`config.mk`:
```
export PLATFORM = sky130hd
export DESIGN_NAME = pbseq_top
export DESIGN_NICKNAME = d
export VERILOG_FILES = /design/src/inc/pbseq_pkg.sv /design/src/design/pbseq_top.sv
export SDC_FILE = /design/constraint.sdc
export NUM_CORES = 1
export LEC_CHECK = 0
export BUFFER_PORTS_ARGS = -buffer_cell sky130_fd_sc_hd__buf_2
export CAP_MARGIN = 20
export CELL_PAD_IN_SITES_DETAIL_PLACEMENT = 1
export CELL_PAD_IN_SITES_GLOBAL_PLACEMENT = 1
export CORE_MARGIN = 2
export CORE_UTILIZATION = 45
export CTS_CLUSTER_DIAMETER = 200
export DETAILED_ROUTE_END_ITERATION = 10
export PLACE_DENSITY_LB_ADDON = 0.1
export RECOVER_POWER = 50
export SETUP_SLACK_MARGIN = 0.4
export SYNTH_ARGS = -nofsm -noshare
export SYNTH_HDL_FRONTEND = slang
export SYNTH_SLANG_ARGS = --single-unit
```
`constraint.sdc`:
```
create_clock -name clk_sys -period 4.1 [get_ports clk_sys]
set_input_delay 0.82 -clock clk_sys [delete_from_list [all_inputs] [get_ports clk_sys]]
set_output_delay 0.82 -clock clk_sys [all_outputs]
set_load 0.01 [all_outputs]
```
`src/inc/pbseq_pkg.sv`:
```
// pbseq_pkg: constants and types for the pushbutton power sequencer
package pbseq_pkg;
  // clock rate in kHz (20 MHz)
  localparam int unsigned CLK_KHZ      = 20000;
  // timer figures as printed, in ms or us
  localparam int unsigned DB_MS        = 32;
  localparam int unsigned BLANK_MS     = 512;
  localparam int unsigned LOCK_MS      = 256;
  localparam int unsigned DEADLINE_MS  = 1024;
  localparam int unsigned KFILT_US     = 30;
  // one ms tick divider, in clock cycles
  localparam int unsigned TICK_CYC     = CLK_KHZ;
  // shutdown request filter, least time rounded up to cycles
  localparam int unsigned KFILT_CYC    = (KFILT_US * CLK_KHZ + 999) / 1000;
  // widths of counters
  localparam int unsigned TICK_W       = 15;
  localparam int unsigned MS_W         = 16;
  localparam int unsigned KF_W         = 10;
  localparam logic [TICK_W-1:0] TICK_LAST = TICK_W'(TICK_CYC - 1);
  localparam logic [KF_W-1:0]   KFILT_LAST = KF_W'(KFILT_CYC - 1);
  localparam logic [MS_W-1:0]   DB_CNT   = MS_W'(DB_MS);
  localparam logic [MS_W-1:0]   BLANK_CNT = MS_W'(BLANK_MS);
  localparam logic [MS_W-1:0]   LOCK_CNT = MS_W'(LOCK_MS);
  localparam logic [MS_W-1:0]   DEADLINE_CNT = MS_W'(DEADLINE_MS);
  // extension counts are whole ms, zero means none
  localparam int unsigned EXT_W        = 12;

  // sequencer states
  typedef enum logic [2:0] {
    PBSEQ_IDLE,
    PBSEQ_ON_DB,
    PBSEQ_BLANK,
    PBSEQ_REL_DB,
    PBSEQ_RUN,
    PBSEQ_OFF_DB,
    PBSEQ_DEADLINE,
    PBSEQ_LOCKOUT
  } pbseq_state_e;
endpackage : pbseq_pkg

```
`src/design/pbseq_top.sv`:
```
// pbseq_top: pushbutton on/off power sequencer with shutdown handshake
// Summary of operation
// - request low after blanking aborts power-up
// - filtered request low drops enable immediately, except during blanking
// - ignore button 256ms after request shutdown
// - enable polarity selectable, timing identical
// - 32ms press qualification plus independent extensions
// - enable drops within 1024ms of the shutdown interrupt
// - request low must last 30us
// - button high resets press debounce timers
// - off press asserts interrupt, starts deadline
// - no sampling during 512ms blanking
// - release debounced 32ms after acted press
`timescale 1ns/10ps
module pbseq_top
  import pbseq_pkg::*;
#(
  parameter bit          EN_ACTIVE_HIGH = 1'b1,     // enable polarity variant
  parameter int unsigned TICK_CYCLES    = TICK_CYC  // clock cycles per ms tick
) (
  input  wire logic                         clk_sys,
  input  wire logic                         srst,
  input  wire logic                         clk_en,
  input  wire logic                         pushbutton_n,
  input  wire logic                         shutdown_req_n,
  input  wire logic [pbseq_pkg::EXT_W-1:0]  on_extension,
  input  wire logic [pbseq_pkg::EXT_W-1:0]  off_extension,
  output logic                              power_en,
  output logic                              shutdown_int_n
);
  import pbseq_pkg::*;

  // whole state of the block
  typedef struct packed {
    logic [1:0]        pb_sync;   // button synchroniser
    logic [1:0]        kr_sync;   // request synchroniser
    logic [TICK_W-1:0] tick_cnt;  // ms prescaler
    logic              tick;      // ms pulse
    logic [KF_W-1:0]   kf_cnt;    // request low filter
    logic              kill;      // filtered request low
    logic [MS_W-1:0]   ms_cnt;    // interval counter
    pbseq_state_e      state;     // sequencer state
    logic              en_on;     // enable, logical sense
    logic              int_n;     // interrupt pin level
    logic              en_pin;    // enable pin level
  } pbseq_s;

  pbseq_s st_q;  // registered state
  pbseq_s st_d;  // next state

  // last prescaler count of one ms tick
  localparam logic [TICK_W-1:0] TICK_END = TICK_W'(TICK_CYCLES - 1);

  // level of enable pin for a logical state
  function automatic logic pbseq_pin(input logic on);
    return EN_ACTIVE_HIGH ? on : ~on;
  endfunction : pbseq_pin

  logic            pb_low;    // synchronised button pressed
  logic [MS_W-1:0] on_lim;    // on qualification in ms
  logic [MS_W-1:0] off_lim;   // off qualification in ms

  assign pb_low  = ~st_q.pb_sync[1];
  assign on_lim  = DB_CNT + MS_W'(on_extension);
  assign off_lim = DB_CNT + MS_W'(off_extension);

  // next-state logic
  always_comb begin
    st_d         = st_q;
    st_d.pb_sync = {st_q.pb_sync[0], pushbutton_n};
    st_d.kr_sync = {st_q.kr_sync[0], shutdown_req_n};
    // single ms tick drives the interval counter; the request filter counts clock cycles
    st_d.tick = 1'b0;
    if (st_q.tick_cnt == TICK_END) begin
      st_d.tick_cnt = '0;
      st_d.tick     = 1'b1;
    end else begin
      st_d.tick_cnt = st_q.tick_cnt + TICK_W'(1);
    end
    // request must stay low 30us to count
    if (st_q.kr_sync[1]) begin
      st_d.kf_cnt = '0;
      st_d.kill   = 1'b0;
    end else if (st_q.kf_cnt == KFILT_LAST) begin
      st_d.kill = 1'b1;
    end else begin
      st_d.kf_cnt = st_q.kf_cnt + KF_W'(1);
    end
    // interval counter advances on each tick
    if (st_q.tick) begin
      st_d.ms_cnt = st_q.ms_cnt + MS_W'(1);
    end
    case (st_q.state)
      PBSEQ_IDLE: begin
        st_d.ms_cnt = '0;
        if (pb_low) begin
          st_d.state = PBSEQ_ON_DB;
        end
      end
      PBSEQ_ON_DB: begin
        if (!pb_low) begin
          st_d.state  = PBSEQ_IDLE;
          st_d.ms_cnt = '0;
        end else if (st_q.ms_cnt >= on_lim) begin
          st_d.state  = PBSEQ_BLANK;
          st_d.en_on  = 1'b1;
          st_d.ms_cnt = '0;
        end
      end
      PBSEQ_BLANK: begin
        // neither input looked at until blanking ends
        if (st_q.ms_cnt >= BLANK_CNT) begin
          st_d.ms_cnt = '0;
          if (st_q.kill) begin
            st_d.en_on = 1'b0;
            st_d.state = PBSEQ_REL_DB;
          end else begin
            st_d.state = PBSEQ_REL_DB;
          end
        end
      end
      PBSEQ_REL_DB: begin
        // release must stay high 32ms
        if (st_q.kill && st_q.en_on) begin
          st_d.en_on  = 1'b0;
          st_d.state  = PBSEQ_LOCKOUT;
          st_d.ms_cnt = '0;
        end else if (pb_low) begin
          st_d.ms_cnt = '0;
        end else if (st_q.ms_cnt >= DB_CNT) begin
          st_d.ms_cnt = '0;
          st_d.state  = st_q.en_on ? PBSEQ_RUN : PBSEQ_IDLE;
        end
      end
      PBSEQ_RUN: begin
        st_d.ms_cnt = '0;
        if (st_q.kill) begin
          st_d.en_on = 1'b0;
          st_d.state = PBSEQ_LOCKOUT;
        end else if (pb_low) begin
          st_d.state = PBSEQ_OFF_DB;
        end
      end
      PBSEQ_OFF_DB: begin
        if (st_q.kill) begin
          st_d.en_on  = 1'b0;
          st_d.state  = PBSEQ_LOCKOUT;
          st_d.ms_cnt = '0;
        end else if (!pb_low) begin
          st_d.state  = PBSEQ_RUN;
          st_d.ms_cnt = '0;
        end else if (st_q.ms_cnt >= off_lim) begin
          st_d.int_n  = 1'b0;
          st_d.state  = PBSEQ_DEADLINE;
          st_d.ms_cnt = '0;
        end
      end
      PBSEQ_DEADLINE: begin
        // host normally ends this early by request
        if (st_q.kill || st_q.ms_cnt >= DEADLINE_CNT) begin
          st_d.en_on  = 1'b0;
          st_d.int_n  = 1'b1;
          st_d.ms_cnt = '0;
          st_d.state  = st_q.kill ? PBSEQ_LOCKOUT : PBSEQ_REL_DB;
        end
      end
      PBSEQ_LOCKOUT: begin
        // button ignored while rail decays
        if (st_q.ms_cnt >= LOCK_CNT) begin
          st_d.ms_cnt = '0;
          st_d.int_n  = 1'b1;
          st_d.state  = PBSEQ_REL_DB;
        end
      end
      default: begin
        st_d.state = PBSEQ_IDLE;
      end
    endcase
    st_d.en_pin = pbseq_pin(st_d.en_on);
  end

  // state register with sync reset and clock enable
  always_ff @(posedge clk_sys) begin
    if (srst) begin
      st_q          <= '0;
      st_q.pb_sync  <= 2'h3;
      st_q.kr_sync  <= 2'h3;
      st_q.state    <= PBSEQ_IDLE;
      st_q.int_n    <= 1'b1;
      st_q.en_pin   <= ~EN_ACTIVE_HIGH;
    end else if (clk_en) begin
      st_q <= st_d;
    end
  end

  assign power_en       = st_q.en_pin;
  assign shutdown_int_n = st_q.int_n;

  // pin always matches logical enable through polarity
  property p_pol;
    @(posedge clk_sys) disable iff (srst)
      power_en == (EN_ACTIVE_HIGH ? st_q.en_on : ~st_q.en_on);
  endproperty
  a_pol: assert property (p_pol) else $error("enable polarity wrong");

  // filtered request in run drops enable next edge
  property p_kill_run;
    @(posedge clk_sys) disable iff (srst)
      (clk_en && st_q.state == PBSEQ_RUN && st_q.kill) |=> !st_q.en_on;
  endproperty
  a_kill_run: assert property (p_kill_run) else $error("kill ignored");

  // short request pulse never filters through
  property p_filt;
    @(posedge clk_sys) disable iff (srst)
      $rose(st_q.kill) |-> st_q.kf_cnt == KFILT_LAST;
  endproperty
  a_filt: assert property (p_filt) else $error("kill too early");

  // interrupt falls only out of off debounce
  property p_int;
    @(posedge clk_sys) disable iff (srst)
      $fell(shutdown_int_n) |-> st_q.state == PBSEQ_DEADLINE
        && $past(st_q.state) == PBSEQ_OFF_DB && st_q.ms_cnt == '0;
  endproperty
  a_int: assert property (p_int) else $error("bad interrupt");

  // deadline never overruns
  property p_dead;
    @(posedge clk_sys) disable iff (srst)
      st_q.state == PBSEQ_DEADLINE |-> st_q.ms_cnt <= DEADLINE_CNT;
  endproperty
  a_dead: assert property (p_dead) else $error("deadline overrun");

  // enable rises only after full on qualification
  property p_on;
    @(posedge clk_sys) disable iff (srst)
      $rose(st_q.en_on) |-> $past(st_q.ms_cnt) >= $past(on_lim)
        && $past(st_q.state) == PBSEQ_ON_DB;
  endproperty
  a_on: assert property (p_on) else $error("early turn on");

  // button release during on debounce returns idle
  property p_rel;
    @(posedge clk_sys) disable iff (srst)
      (clk_en && st_q.state == PBSEQ_ON_DB && !pb_low)
        |=> st_q.state == PBSEQ_IDLE && st_q.ms_cnt == '0;
  endproperty
  a_rel: assert property (p_rel) else $error("debounce not reset");

  // lockout leaves only after full 256ms
  property p_lock;
    @(posedge clk_sys) disable iff (srst)
      ($past(st_q.state) == PBSEQ_LOCKOUT && st_q.state != PBSEQ_LOCKOUT)
        |-> $past(st_q.ms_cnt) >= LOCK_CNT;
  endproperty
  a_lock: assert property (p_lock) else $error("lockout short");

  // blanking holds enable regardless of inputs
  property p_blank;
    @(posedge clk_sys) disable iff (srst)
      (st_q.state == PBSEQ_BLANK && st_q.ms_cnt < BLANK_CNT) |=> st_q.en_on;
  endproperty
  a_blank: assert property (p_blank) else $error("blank broken");
endmodule : pbseq_top

```
### Word level (Yosys, flattened, before mapping)

Index checks and enable logic that the tools add are counted.

| storage, ports and cells | value |
|---|---|
| register bits | 52 |
| input port bits | 29 |
| output and inout port bits | 2 |
| word-level logic and storage cells | 91 |

| operators by class | value |
|---|---|
| add/subtract/negate cells | 5 |
| $lt $le $gt $ge | 6 |
| equal/unequal tests | 25 |
| multiplexer cells | 33 |
| reduce and logical (&&, ||, !) cells | 12 |

Operators by type and width:

| cell | count |
|---|---|
| $pmux 19 s8 | 1 |
| $mux 19 | 7 |
| $mux 20 | 2 |
| $ge 16x13->1 | 2 |
| $mux 16 | 2 |
| $add 6x12->13 const A | 2 |
| $ne 2x2->1 const B | 11 |
| $mux 21 | 1 |
| $mux 3 | 6 |
| $add 16x1->16 const B | 1 |
| $ge 16x10->1 const B | 1 |
| $ge 16x11->1 const B | 1 |
| $ge 16x6->1 const B | 1 |
| $ge 16x9->1 const B | 1 |
| $add 15x1->15 const B | 1 |
| $eq 15x15->1 const B | 1 |
| $mux 15 | 1 |
| $reduce_and 7->1 | 2 |
| $eq 3x3->1 const B | 4 |
| $ne 3x3->1 const B | 4 |
| $mux 11 | 1 |
| $add 10x1->10 const B | 1 |
| $eq 10x10->1 const B | 1 |
| $mux 10 | 1 |
| other kinds (15) | 25 |

### Longest topological paths before layout

| depth | value |
|---|---|
| depth in word-level cells | 6 |
| mapped depth | 12 |
| depth with buffers taken out | 12 |

### Worst setup path before layout

Ideal clock, no wire load.

| timing | value |
|---|---|
| path type | in2reg |
| start | input off_extension[5] (netlist bit) |
| end | register st_q[19] (netlist bit) |
| arrival time | 3.495 ns |
| setup slack | 0.522 ns |
| cell stages on the path | 12 |
| path buffers | 0 |
| path through | ha_1 and3_1 nand3_1 xor2_1 ha_1 and3_1 a221o_1 or4_1 a211o_1 a31oi_4 nand2_4 o31ai_4 |

| between the ends | value |
|---|---|
| cells in the longest elaborated chain, start to end | 6 |

Ends and longest elaborated chain:

| element | RTL line | text |
|---|---|---|
| start: declaration | pbseq_top.sv:27 | `input wire logic [pbseq_pkg::EXT_W-1:0] off_extension,` |
| $add 6x12->13 | pbseq_top.sv:65 | `assign off_lim = DB_CNT + MS_W'(off_extension);` |
| $ge 16x13->1 | pbseq_top.sv:152 | `end else if (st_q.ms_cnt >= off_lim) begin` |
| $mux 19 | pbseq_top.sv:152 |  |
| $mux 19 | pbseq_top.sv:149 | `end else if (!pb_low) begin` |
| $mux 19 | pbseq_top.sv:145 | `if (st_q.kill) begin` |
| $pmux 19 s8 | pbseq_top.sv:93 | `case (st_q.state)` |
| end signal: assignment | pbseq_top.sv:192 | `st_q <= st_d;` |
| end: declaration | pbseq_top.sv:48 | `pbseq_s st_q;` |

Every way passes these cells. The select of a mux whose other input is x is not followed.
A chain may end at the register's enable or synchronous reset.

### Worst setup path after layout

Ends and elaborated chain as after synthesis.

==> flow_summary.ini <==
[run_status]
status = finished, final reports clean

[synth]
synth_compound_area_frac = 0.194
syn_avg_cell_area_um2 = 7.80
synth_edf_count = 0
synthFlopType = dfxtp_1
synth_cell_types = 57
synth_top_family_by_area = simple AND/OR/NAND/NOR gates
yosys.area.top_type = dfxtp_1
synthAdderAreaFrac = 0.114
ys_async_sr_fraction = 0
yosysWarnings = 0
seq_area_frac_synth = 0.295
synth_area_leaders = dfxtp_1 30%, ha_1 11%, nand2_1 6.0%
synth_nets = 513
postSynthCellCount = 452
synth-simple-area-share = 0.263
synth_seq_cells = 52
synth_xor_area_frac = 0.0721
syn_area_um2 = 3520
muxShareOfSynthArea = 0.0174
synth_top_area_share = 0.295

[cts]
hold_buffers = 0
clk_latency_ps = 300
root_buffer = clkbuf_8
clk_pin_slew_ps = 90
tritoncts = done
cts-buffers-inserted = 5
clockBufferDepth = 2
htreeDepth = 2
clkSinkCount = 52

[power]
p_seq_frac = 0.581
peakVddDrop_uv = 225
swShare = 0.252
power_frac_clock = 0.315
p_sw_mw = 0.224
power_density_nw_per_um2 = 227
p_int_mw = 0.666
total_power_mw = 0.889
power_frac_comb = 0.104
leakage_nw = 1.58

[critical_path]
cp.arrival_ps = 3800
endpoint_kind = register
cp_cell_sequence = buf_4 -> ha_4 -> and3_4 -> nand3_2 -> xor2_1 -> ha_1 -> a21o_1 -> a221o_1 -> or4_1 -> a211o_1 -> a31oi_4 -> buf_12 -> nand2_4 -> o31ai_4
worstPathRequired_ps = 4320
cp_top_family = compound AO/OA/AOI/OAI gates
crit_type = in2reg
max_stage_delay_ps = 400
crit_buf_inv = 2
worstSetupStartpoint = off_extension[5]
cp_max_fo = 7
slowest_stage = or4_1
worstReg2RegStart = st_q[16]$_SDFFE_PP0P_
cp-start-kind = primary input

[cells_and_area]
nets = 542
post-route-util = 0.513
mostFrequentLayoutCells = 56 x nand2_1, 52 x dfxtp_1, 47 x nor2_1, 31 x ha_1, 30 x a21oi_1
fin_area_um2 = 3930
final_common_cell = nand2_1
layout-drive-gt1-share = 0.108
area_growth_pct = 11.4
diodes = 0

[global_routing]
antenna_found_initial = 0
grt_usage = 0.228
grt_overflow = 0
grt_pass1_vias = 3485
grt_max_degree = 25
grt_pass1_wl_um = 16100

[route]
vias = 3359
routedWlPerCell_um = 15.8
ant_nets = 0
drtIter0Drc = 104
drtPass1Iterations = 4
vias_per_cell = 5.76
drcViolationCount = 0
finalWirelength_um = 9240

[floorplan]
coreArea_um2 = 7650
start_util = 0.461
die_height_um = 92.5
die_area_um2 = 8550
die_w_um = 92.5
io_pins = 31
rows = 32

[timing]
fin_crit_ps = 3570
hold_viol_final = 0
period_share = 0.872
rsz0062_at_grt = no
tightest_slew_ps = 1300
setup_tns_ps = 0
clock.fmax_ghz = 0.280
drv_slew = 0
clock_skew_ps = 6.21
maxSlewHeadroom = 0.133
timing.hold.ws_ps = 479
setup_viol = 0

[placed_design]
hpwlAfterDp_um = 7000
io_buffers = 30
placed_area_um2 = 3760
gp_congestion = 0.857

[run]
drv_cap = 0

[worst_hold_path]
hp-start = shutdown_int_n$_SDFFE_PP1P_
hold_path.class = reg2reg
-- worst paths after layout --
| check | end | slack (ps) | cells after the start |
|---|---|---|---|
| max | st_q[19]$_SDFFE_PP0P_ | 530 | 14 |
| min | shutdown_int_n$_SDFFE_PP1P_ | 480 | 1 |
| max reg2reg | st_q[19]$_SDFFE_PP0P_ | 1260 | 9 |
| min reg2reg | shutdown_int_n$_SDFFE_PP1P_ | 480 | 1 |
-- state kept, by name (all words and copies together), names as in the netlist --
register / cells
power_en: 1
shutdown_int_n: 1
st_d: 2
st_q: 48
-- timing repair --
action / 4_1_cts / 5_1_grt
resized for setup: 0 / 8
setup buffers: 2 / 0
pin swaps: 1 / 9
gates cloned: 0 / 1
setup endpoints to repair: 1 / 11
-- layout make-up --
class	instances	area, um2
inverter	30	113
fill	981	3720
multi-input combinational	358	2350
tap	102	128
sequential	52	1040
timing repair buffer	34	211
clock inverter	2	12.5
clock buffer	5	68.8
-- stage by stage --
stage | cells | worst slack, ps
after floorplan | 452 | 522
after global placement | 573 | 179
after detailed placement | 573 | 77.2
after CTS | 582 | 449
after global routing | 583 | 407
final | 583 | 527
-- Yosys cell counts (all sizes together), types with 6 or more instances --
| master | instances |
|---|---|
| dfxtp | 52 |
| or3 | 9 |
| and3 | 8 |
| nand4 | 13 |
| inv | 29 |
| a211oi | 6 |
| nor2 | 47 |
| xor2 | 19 |
| nand3 | 21 |
| a21oi | 30 |
| xnor2 | 10 |
| o22ai | 6 |
| nand2 | 58 |
| ha | 32 |
| clkbuf | 10 |
| o21ai | 24 |
-- power by group through the flow --
stage               sequential, mW  combinational [mW]  clock (mW)
detailed placement           0.528              0.0893           0
CTS                          0.517              0.0898       0.293
global placement             0.528              0.0844           0
finish                       0.517              0.0929       0.280
global route                 0.518               0.107       0.311
floorplan                    0.525              0.0572           0
-- logic make-up (layout without fill, tap and decap cells) --
kind of cell             after synthesis  after routing
XOR/XNOR                              29             29
buffers and inverters                 42             71
AO/OA/AOI/OAI                        101            101
multiplexers                           6              6
adder cells (fa/ha/maj)               32             32
flip-flops                            52             52
AND/OR/NAND/NOR                      190            190
-- routing by layer --
metal	GRT usage	vias to the layer above	wire [um]
li1	-	1670	-
met1	0.294	1648	4260
met2	0.410	37	4710
met3	0.0277	4	215
met4	0.0423	0	50
met5	0	-	0
Power figures use the tool's default switching activity.
